`src/pkg/fspc_defs.vh`:
```
`ifndef FSPC_DEFS_VH
`define FSPC_DEFS_VH
// ----------------------------------------
// register map (index = byte address)
// ----------------------------------------
`define FSPC_REG_CSR      4'h0
`define FSPC_REG_PTR_LO   4'h1
`define FSPC_REG_PTR_HI   4'h2
`define FSPC_REG_DATA_LO  4'h3
`define FSPC_REG_DATA_HI  4'h4
`define FSPC_REG_LOCK     4'h5
`define FSPC_REG_STAT     4'h6
// ----------------------------------------
// control/status fields
// ----------------------------------------
`define FSPC_CSR_EN       0
`define FSPC_CSR_IE       7
`define FSPC_CSR_BUSY     6
`define FSPC_CSR_REEN     4
`define FSPC_CMD_MASK     8'h7F
`define FSPC_CMD_ERASE    8'h03
`define FSPC_CMD_LOAD     8'h01
`define FSPC_CMD_WRITE    8'h05
`define FSPC_CMD_LOCK     8'h09
`define FSPC_CMD_REEN     8'h11
`define FSPC_CSR_RST      8'h00
`define FSPC_LOCK_RST     6'h3F
// ----------------------------------------
// geometry and timing
// ----------------------------------------
`define FSPC_WORD_BITS    6
`define FSPC_PAGE_WORDS   64
`define FSPC_WINDOW_CYC   3'h4
`define FSPC_CLK_KHZ      40000
`define FSPC_TPROG_US     4100
`define FSPC_APP_VECTOR   16'h0000
`endif

```
`src/hdl/fspc_page_buf.v`:
```
`timescale 1ns/1ps
`default_nettype none
`include "fspc_defs.vh"
module fspc_page_buf
(
	input  wire        core_clk,  // clock
	input  wire        rst,       // sync reset
	input  wire        clr,       // erase whole buffer
	input  wire        wr,        // load one word
	input  wire [5:0]  waddr,     // word index
	input  wire [15:0] wdata,     // word data
	input  wire [5:0]  raddr,     // read index
	output wire [15:0] rdata      // read data
);
	reg [15:0] mem_r [0:`FSPC_PAGE_WORDS-1];
	genvar i;
	generate
		for (i = 0; i < `FSPC_PAGE_WORDS; i = i + 1)
		begin : g_word
			always @(posedge core_clk)
			begin
				if (rst || clr)
					mem_r[i] <= 16'hFFFF;
				else if (wr && waddr == i)
					mem_r[i] <= wdata;
			end
		end
	endgenerate
	assign rdata = mem_r[raddr];
endmodule
`default_nettype wire

```
`src/hdl/fspc_ctrl.v`:
```
// The implementer's own choices: the strobed register port and the address map.
`timescale 1ns/1ps
`default_nettype none
`include "fspc_defs.vh"
module fspc_ctrl #
(
	parameter [15:0] BOOT_VECTOR = 16'h1C00,                     // boot start word
	parameter [15:0] RWW_LIMIT   = 16'h1C00,                     // first halting-section byte
	parameter [31:0] PROG_CYC    = `FSPC_TPROG_US * (`FSPC_CLK_KHZ / 1000) // op length
)
(
	input  wire        core_clk,          // 40 MHz clock
	input  wire        rst,               // sync reset, high
	input  wire [3:0]  reg_addr,          // register index
	input  wire [7:0]  reg_wdata,         // write data
	input  wire        reg_wr,            // write strobe
	input  wire        reg_rd,            // read strobe
	output reg  [7:0]  reg_rdata,         // read data, cycle after strobe
	input  wire        spm_strobe,        // store instruction executed
	input  wire        boot_reset_fuse,   // boot reset fuse, 0 programmed
	input  wire        eeprom_write_busy, // eeprom write in progress
	input  wire [5:0]  byte_rd_word,      // buffer readback index
	output reg  [7:0]  byte_rd_data,      // buffer byte, z0 selected
	output reg  [15:0] reset_vector,      // fetch address after reset
	output reg         cpu_halt,          // halts cpu
	output reg         rww_blocked,       // rww section unreadable
	output reg         irq_req,           // completion interrupt level
	output reg         flash_erase,       // erase pulse to array
	output reg         flash_write,       // write pulse to array
	output reg  [15:0] flash_page_addr,   // latched page address
	output reg  [5:0]  lock_bits          // programmed lock bits, 0 set
);
// ----------------------------------------
// state
// ----------------------------------------
	localparam ST_IDLE = 2'h0;
	localparam ST_ARM  = 2'h1;
	localparam ST_PROG = 2'h2;
	reg [1:0]  state_r;
	reg [1:0]  state_nxt;
	reg [7:0]  csr_r;
	reg [7:0]  ptr_lo_r;
	reg [7:0]  ptr_hi_r;
	reg [7:0]  dat_lo_r;
	reg [7:0]  dat_hi_r;
	reg [2:0]  win_r;
	reg [31:0] prog_cnt_r;
	reg [7:0]  op_r;
	reg        op_halt_r;
	reg        rww_busy_flag_r;
	reg        loading_r;
	reg [5:0]  lock_r;
	wire [15:0] ptr = {ptr_hi_r, ptr_lo_r};
	wire [7:0]  cmd = csr_r & `FSPC_CMD_MASK;
	wire [5:0]  word_in_page_field = ptr[`FSPC_WORD_BITS:1];
	wire [15:0] page_addr_field = {ptr[15:`FSPC_WORD_BITS+1], 7'h00};
	wire        go = (state_r == ST_ARM) && spm_strobe;
	wire        csr_wr = reg_wr && reg_addr == `FSPC_REG_CSR;
	wire        buf_wr = go && cmd == `FSPC_CMD_LOAD && !eeprom_write_busy;
	wire        buf_clr = (state_r == ST_PROG && op_r == `FSPC_CMD_WRITE && prog_cnt_r == 32'h1)
		|| (go && cmd == `FSPC_CMD_REEN) || (eeprom_write_busy && loading_r);
// ----------------------------------------
// command decode
// ----------------------------------------
	wire        cmd_reen = cmd == `FSPC_CMD_REEN;
	wire        arm_take = (state_r == ST_ARM) && (state_nxt == ST_PROG);
// ----------------------------------------
// pointer and data word
// ----------------------------------------
	// software may rewrite these during an operation; the page is latched apart
	always @(posedge core_clk)
	begin
		if (rst)
		begin
			ptr_lo_r <= 8'h00;
			ptr_hi_r <= 8'h00;
			dat_lo_r <= 8'h00;
			dat_hi_r <= 8'h00;
		end
		else if (reg_wr)
		begin
			case (reg_addr)
				`FSPC_REG_PTR_LO:  ptr_lo_r <= reg_wdata;
				`FSPC_REG_PTR_HI:  ptr_hi_r <= reg_wdata;
				`FSPC_REG_DATA_LO: dat_lo_r <= reg_wdata;
				`FSPC_REG_DATA_HI: dat_hi_r <= reg_wdata;
				default:           ;
			endcase
		end
	end
// ----------------------------------------
// status flags
// ----------------------------------------
	// a start and a re-enable carry different commands, so they never meet
	always @(posedge core_clk)
	begin
		if (rst)
			rww_busy_flag_r <= 1'b0;
		else if (arm_take && cmd != `FSPC_CMD_LOCK)
			rww_busy_flag_r <= 1'b1;
		else if (go && cmd_reen)
			rww_busy_flag_r <= 1'b0;
	end
	// clear wins over a load in the same cycle
	always @(posedge core_clk)
	begin
		if (rst || buf_clr)
			loading_r <= 1'b0;
		else if (buf_wr)
			loading_r <= 1'b1;
	end
// ----------------------------------------
// store window
// ----------------------------------------
	// counts cycles since the control write; the fourth one still takes a store
	always @(posedge core_clk)
	begin
		if (rst || state_r != ST_ARM)
			win_r <= 3'h1;
		else
			win_r <= win_r + 3'h1;
	end
// ----------------------------------------
// lock bits
// ----------------------------------------
	// a zero data bit programs its lock bit; a one leaves it as it is
	always @(posedge core_clk)
	begin
		if (rst)
			lock_r <= `FSPC_LOCK_RST;
		else if (state_r == ST_PROG && prog_cnt_r == 32'h1 && op_r == `FSPC_CMD_LOCK)
			lock_r <= lock_r & dat_lo_r[5:0];
	end
	wire [15:0] buf_rdata;
	fspc_page_buf u_buf
	(
		.core_clk (core_clk),
		.rst      (rst),
		.clr      (buf_clr),
		.wr       (buf_wr),
		.waddr    (word_in_page_field),
		.wdata    ({dat_hi_r, dat_lo_r}),
		.raddr    (byte_rd_word),
		.rdata    (buf_rdata)
	);
// ----------------------------------------
// sequencer
// ----------------------------------------
	always @*
	begin
		state_nxt = state_r;
		case (state_r)
			ST_IDLE: if (csr_wr && reg_wdata[`FSPC_CSR_EN] && !eeprom_write_busy)
				state_nxt = ST_ARM;
			ST_ARM:
			begin
				if (go && (cmd == `FSPC_CMD_ERASE || cmd == `FSPC_CMD_WRITE
					|| cmd == `FSPC_CMD_LOCK))
					state_nxt = ST_PROG;
				else if (go || win_r == `FSPC_WINDOW_CYC)
					state_nxt = ST_IDLE;
			end
			ST_PROG: if (prog_cnt_r == 32'h1)
				state_nxt = ST_IDLE;
			default: state_nxt = ST_IDLE;
		endcase
	end
	always @(posedge core_clk)
	begin
		if (rst)
		begin
			state_r         <= ST_IDLE;
			csr_r           <= `FSPC_CSR_RST;
			prog_cnt_r      <= 32'h0;
			op_r            <= 8'h00;
			op_halt_r       <= 1'b0;
			flash_erase     <= 1'b0;
			flash_write     <= 1'b0;
			flash_page_addr <= 16'h0000;
		end
		else
		begin
			state_r     <= state_nxt;
			flash_erase <= 1'b0;
			flash_write <= 1'b0;
			// busy bit is read-only; control writes only while idle
			if (csr_wr && state_r == ST_IDLE && !eeprom_write_busy)
				csr_r <= {reg_wdata[7], 1'b0, reg_wdata[5:0]};
			if (state_r == ST_ARM && state_nxt == ST_IDLE)
				csr_r[5:0] <= 6'h00;
			if (state_r == ST_ARM && state_nxt == ST_PROG)
			begin
				op_r       <= cmd;
				prog_cnt_r <= PROG_CYC;
				if (cmd != `FSPC_CMD_LOCK)
				begin
					flash_page_addr <= page_addr_field;
					op_halt_r       <= page_addr_field >= RWW_LIMIT;
				end
			end
			if (state_r == ST_PROG)
			begin
				prog_cnt_r <= prog_cnt_r - 32'h1;
				if (prog_cnt_r == 32'h1)
				begin
					csr_r[5:0] <= 6'h00;
					op_halt_r  <= 1'b0;
					flash_erase <= op_r == `FSPC_CMD_ERASE;
					flash_write <= op_r == `FSPC_CMD_WRITE;
				end
			end
		end
	end
// ----------------------------------------
// outputs
// ----------------------------------------
	// fuse is sampled only, never written back; it is followed in reset as well
	always @(posedge core_clk)
		reset_vector <= boot_reset_fuse ? `FSPC_APP_VECTOR : BOOT_VECTOR;
	always @(posedge core_clk)
	begin
		if (rst)
			byte_rd_data <= 8'h00;
		else
			byte_rd_data <= ptr[0] ? buf_rdata[15:8] : buf_rdata[7:0];
	end
	always @(posedge core_clk)
	begin
		if (rst)
		begin
			cpu_halt    <= 1'b0;
			rww_blocked <= 1'b0;
		end
		else
		begin
			cpu_halt    <= op_halt_r;
			rww_blocked <= rww_busy_flag_r;
		end
	end
	always @(posedge core_clk)
	begin
		if (rst)
			irq_req <= 1'b0;
		else
			irq_req <= csr_r[`FSPC_CSR_IE] && !csr_r[`FSPC_CSR_EN];
	end
	always @(posedge core_clk)
	begin
		if (rst)
			lock_bits <= `FSPC_LOCK_RST;
		else
			lock_bits <= lock_r;
	end
// ----------------------------------------
// register readback
// ----------------------------------------
	// data stand for one cycle only, zero otherwise
	always @(posedge core_clk)
	begin
		if (rst)
			reg_rdata <= 8'h00;
		else
		begin
			reg_rdata <= 8'h00;
			if (reg_rd)
			begin
				case (reg_addr)
					`FSPC_REG_CSR:     reg_rdata <= {csr_r[7], rww_busy_flag_r, csr_r[5:0]};
					`FSPC_REG_PTR_LO:  reg_rdata <= ptr_lo_r;
					`FSPC_REG_PTR_HI:  reg_rdata <= ptr_hi_r;
					`FSPC_REG_DATA_LO: reg_rdata <= dat_lo_r;
					`FSPC_REG_DATA_HI: reg_rdata <= dat_hi_r;
					`FSPC_REG_LOCK:    reg_rdata <= eeprom_write_busy ? 8'h00 : {2'h3, lock_r};
					`FSPC_REG_STAT:    reg_rdata <= {6'h00, loading_r, state_r == ST_PROG};
					default:           reg_rdata <= 8'h00;
				endcase
			end
		end
	end
endmodule
`default_nettype wire

```
`config.mk`:
```
export PLATFORM = sky130hd
export DESIGN_NAME = fspc_ctrl
export DESIGN_NICKNAME = d
export VERILOG_FILES = /design/src/hdl/fspc_page_buf.v /design/src/hdl/fspc_ctrl.v
export VERILOG_INCLUDE_DIRS = /design/src /design/src/pkg
export SDC_FILE = /design/constraint.sdc
export NUM_CORES = 2
export LEC_CHECK = 0
export BUFFER_PORTS_ARGS = -buffer_cell sky130_fd_sc_hd__buf_2
export CAP_MARGIN = 0
export CORE_ASPECT_RATIO = 1.25
export CORE_MARGIN = 8
export CORE_UTILIZATION = 35
export CTS_CLUSTER_DIAMETER = 60
export DETAILED_ROUTE_END_ITERATION = 10
export GPL_TIMING_DRIVEN = 0
export PLACE_DENSITY = 0.46
export SKIP_LAST_GASP = 1
export SLEW_MARGIN = 20
export SYNTH_ARGS = -nofsm -noshare
export SYNTH_HDL_FRONTEND = slang
export SYNTH_HIERARCHICAL = 1
export SYNTH_SLANG_ARGS = --single-unit
```
`constraint.sdc`:
```
create_clock -name core_clk -period 8.35 [get_ports core_clk]
set_input_delay 0.835 -clock core_clk [delete_from_list [all_inputs] [get_ports core_clk]]
set_output_delay 0.835 -clock core_clk [all_outputs]
set_load 0.01 [all_outputs]
```
# == Word-level counts from Yosys, hierarchy flattened ==
# Memory sizes are Yosys's and may differ from the RTL's.
# Cells that the tools add are included.
# word_totals
ff_bits,140
ram_bits,1024
in_bits,25
output_inout_bits,59
word_cells,564
n_memories,1
# mem_list
memory,depth,width,read_ports,rd_clocked_by_memory_dff,wr,line,text
u_buf.mem_r,64,16,1,0,64,fspc_page_buf.v:15,reg [15:0] mem_r [0:`FSPC_PAGE_WORDS-1];
# op_classes
n_addsub,2
n_lt_le_gt_ge,1
n_eq_ne,84
mux,279
n_bitwise,68
reduce_logical,105
# ops
operator,n
16-bit 2-to-1 mux,64
1-bit 2-to-1 mux,200
"6-bit equality test, second input constant",32
"6-bit by 5-bit equality test with 1-bit output, second input constant",17
1-bit logical AND,83
32-bit 2-to-1 mux,2
1-bit bitwise OR,64
"6-bit by 4-bit equality test with 1-bit output, second input constant",10
8-bit case mux with 7 select lines,1
"6-bit by 3-bit equality test with 1-bit output, second input constant",6
"32-bit by 1-bit equality test with 1-bit output, second input constant",1
"32-bit by 1-bit subtractor with 32-bit output, second input constant",1
"6-bit by 2-bit equality test with 1-bit output, second input constant",4
6-bit 2-to-1 mux,4
"16-bit by 13-bit >= comparator with 1-bit output, second input constant",1
8-bit 2-to-1 mux,2
13-bit 2-to-1 mux,1
"4-bit by 3-bit equality test with 1-bit output, second input constant",3
"6-bit by 1-bit equality test with 1-bit output, second input constant",2
2-bit AND reduction,5
"4-bit by 2-bit equality test with 1-bit output, second input constant",2
2-bit 2-to-1 mux,4
1-bit logical OR,7
6-bit AND,1
16 further kinds,22

# == Longest topological paths before layout ==
# depth
depth_word,11
ltp_mapped,11
mapped_depth_nobuf,9

# == By module ==
# Netlist, hierarchy kept.
# by_module_without_submodules
mod,n_inst,cells_per_inst,area_each_um2,seq_area_each_um2
fspc_page_buf,1,3162,47501.8,30749.5
fspc_ctrl,1,610,5569.1,2562.5

# == Least setup slack after synthesis ==
# Ideal clock, no wire load.
# synth_path
kind,input to register
startpoint,input port spm_strobe
endpoint,memory u_buf.mem_r[1][0] (enable)
setup_ns,0.411
arrival_time_ns,3.283
t_required_ns,7.939
path_slack_ns,4.656
stages,8
n_path_buf,2
cell_sequence,nand2b_1 nor3_1 nand3_1 nor2_1 or3b_1 buf_2 clkbuf_1 o21ai_0
# synth_rtl
item,line,text
from (decl),fspc_ctrl.v:19,"input wire spm_strobe,"
to (decl),fspc_page_buf.v:15,

==> metrics.txt <==
GRT Util Overall 26.56%; synthesized area about 0.053 sq mm; combinational fraction of design power under 10%; width of the die about 360 um; clock sinks around 1,200; crit path time final 4678 ps; f_max 213.8 MHz; crit start category flop; number of max-cap violations 0; max reg flops 1,024; htree depth 4; DP Cell Count ~6,000; final slew viol count 0; fillers 14,340; crit path DAT a little over 5000 ps; PwrDens ~200 mW/mm^2; Clock Latency Late Sink 780 ps; clock tree from TritonCTS built; Most used DFF post-synth edfxtp_1; I/O pin cnt 84; Tcrit/Tclk final 56.02%; P_leak 15.38 nW; Slew HR 12.61%; GRT overflow 0; Critical Path RT 8820 ps; Num CTS Buffers 131; VDD IR max 0.1651 mV; cell row count 160; full die area around 0.16 sq mm; Synth Instances 3,772; routability cong. 1.068; IO Port Bufs 58; min-delay worst type primary input to flop; Detail Placement HPWL 161,800 um; Vias per Instance approximately 5.9; FF+latch count, synth roughly 1,200; Reg clk slew, reported paths 60 ps; RSZ-0062 raised after global routing no; asr flop ratio synth 0%; share of layout cells above drive strength 1 19.04%; sw power 2.933 mW; most flop-heavy register u_buf/mem_r; CP endpoint kind flop; Post-DRT Antenna Nets 0; Routed WL 222,100 um; initial antenna violation count 29; biggest regs u_buf/mem_r: 1024 flops, prog_cnt_r: 32 flops, flash_page_addr: 9 flops; maximum clock path buffer count 3; nets@finish ~4,000; vias in the first global route 36,870; Internal Power 9.580 mW; DR vias 36,620; outcome finished, final reports clean; hold-fix buffers at CTS 0; Iter 0 DRT Violations 4,176; Starting Density a little over a third; largest net degree at the start of global routing 17; sequential share of power 50.0%; drt pass-1 iters 5; Clock power frac 45.0%; Synth-to-Final Area Change 15.32%; CP Max Fanout 10; root buffer selected by CTS clkbuf_16; switch share 23.44%; Power Total roughly 13 mW; Setup CP Type flop to flop; warnings from Yosys 6; cell area after layout 0.06120 sq mm; Fin. Hold Viols 0; post-synth cell types 70; PostCTS Resize Cnt 0; Post CTS Setup Buffer Count 0; # setup viols final 0; Routed wire per std cell 35.98 um; Post-Syn Area per Cell 14.07 sq um; Post-Layout Cell Count 6,172; Seq/Total Area, Yosys approximately 63%; Fin Clk Skew 32.45 ps; Residual DRC 0; worst-margin pin slew approximately 1300 ps; Post-synth EDFFs 1,024; Die Ht roughly 450 um; first-pass GRT wire length 304,000 um; placed cell areas 0.05707 sq mm; setup_tns 0 ps; core box area roughly 0.15 sq mm
==> stage by stage <==
step | util [%] | hold slack [ps] | setup slack (ps)
global route | 40.41 | 201.7 | 3379
finish | 40.44 | 218.5 | 3672
global placement | 36.98 | 429.0 | 2677
CTS | 40.39 | 165.5 | 3652
detailed placement | 37.71 | 434.5 | 3321
floorplan | - | 415.3 | 4656
==> cell families after synthesis <==
logic type / count (synthesis) / share of synthesized area, %
AND/OR/NAND/NOR: 1422 / 15.81
flip-flops: 1152 / 62.77
buffers and inverters: 506 / 4.385
multiplexers: 381 / 13.09
AO/OA/AOI/OAI: 287 / 3.536
XOR/XNOR: 19 / 0.3136
adder cells (fa/ha/maj): 4 / 0.09431
other: 1 / 0.007066
==> metal layers <==
layer / track usage, % / vias up / share of wire [%]
met5: 0 / - / 0.023
met4: 13.32 / 8 / 5.9
met3: 6.025 / 507 / 8.0
met2: 43.78 / 1930 / 48
met1: 32.76 / 19000 / 38
li1: - / 15180 / -
==> critical path, cell delays in order (launching register included) <==
cell	delay, ps
dfxtp_1	350
nor4_2	600
nand4_1	400
nor3_1	870
nand2_1	190
nand3_1	390
nor2_2	290
clkbuf_1	530
o21ai_2	480
buf_6	250
==> layout by cell type, fill, tap and decap left out, types with 19 or more instances in the layout <==
| cell type | instances |
|---|---|
| diode_2 | 19 |
| nand2b_1 | 35 |
| conb_1 | 20 |
| mux4_2 | 248 |
| edfxtp_1 | 1024 |
| o21ai_2 | 44 |
| buf_2 | 109 |
| nor3_1 | 19 |
| mux2i_1 | 109 |
| a211oi_1 | 26 |
| o21ai_4 | 20 |
| nor2_1 | 136 |
| a21oi_1 | 37 |
| or3_1 | 1031 |
| clkinv_1 | 21 |
| mux2_2 | 24 |
| dfxtp_1 | 128 |
| clkbuf_1 | 373 |
| buf_4 | 43 |
| nor2b_1 | 28 |
| nand3_1 | 30 |
| buf_6 | 63 |
| o21ai_0 | 26 |
| clkbuf_16 | 135 |
| nand2_1 | 72 |
==> power groups by stage <==
stage | clock (mW) | combinational [mW] | sequential, mW
4_1_cts | 5.72 | 0.623 | 6.25
3_3_place_gp | 0 | 0.571 | 6.40
2_1_floorplan | 0 | 0.297 | 6.39
5_1_grt | 5.93 | 0.646 | 6.25
6_report | 5.63 | 0.631 | 6.25
3_5_place_dp | 0 | 0.622 | 6.38
==> worst paths after layout <==
| check | startpoint | end | slack, ps | cells past startpoint |
|---|---|---|---|---|
| worst max-delay path | prog_cnt_r[14] | u_buf/mem_r[2][7] | 3670 | 9 |
| worst min-delay path | boot_reset_fuse | reset_vector[11] | 220 | 2 |
| worst max register to register | prog_cnt_r[14] | u_buf/mem_r[2][7] | 3670 | 9 |
| worst min register to register | op_r[4] | op_r[4] | 440 | 2 |
==> cell usage after synthesis, types with 35 or more instances <==
library cell  instances  area, sq um
mux4_2              248         5585
nand2b_1             35        219.0
nor2_1              137        514.2
buf_4                42        315.3
o21ai_0              93        465.5
clkbuf_1            358         1344
edfxtp_1           1024        30750
dfxtp_1             128         2562
nand2_1              72        270.3
buf_2                42        210.2
mux2i_1             109         1091
or3_1              1031         6450
a21oi_1              37        185.2
==> layout make-up <==
cell class | count | area [sq um] | share of cell area, %
plain buffers | 494 | 2308 | 3.772
repair buffers | 110 | 985.9 | 1.611
flip-flops and latches | 1152 | 33310 | 54.43
multi-input cells | 2133 | 17910 | 29.27
clock inverters | 60 | 499.2 | 0.8157
inverters | 12 | 45.04 | 0.07360
well taps | 2025 | 2534 | 4.140
diodes | 19 | 47.55 | 0.07769
clock buffers | 167 | 3558 | 5.814
(Power assumes the default switching activity.)
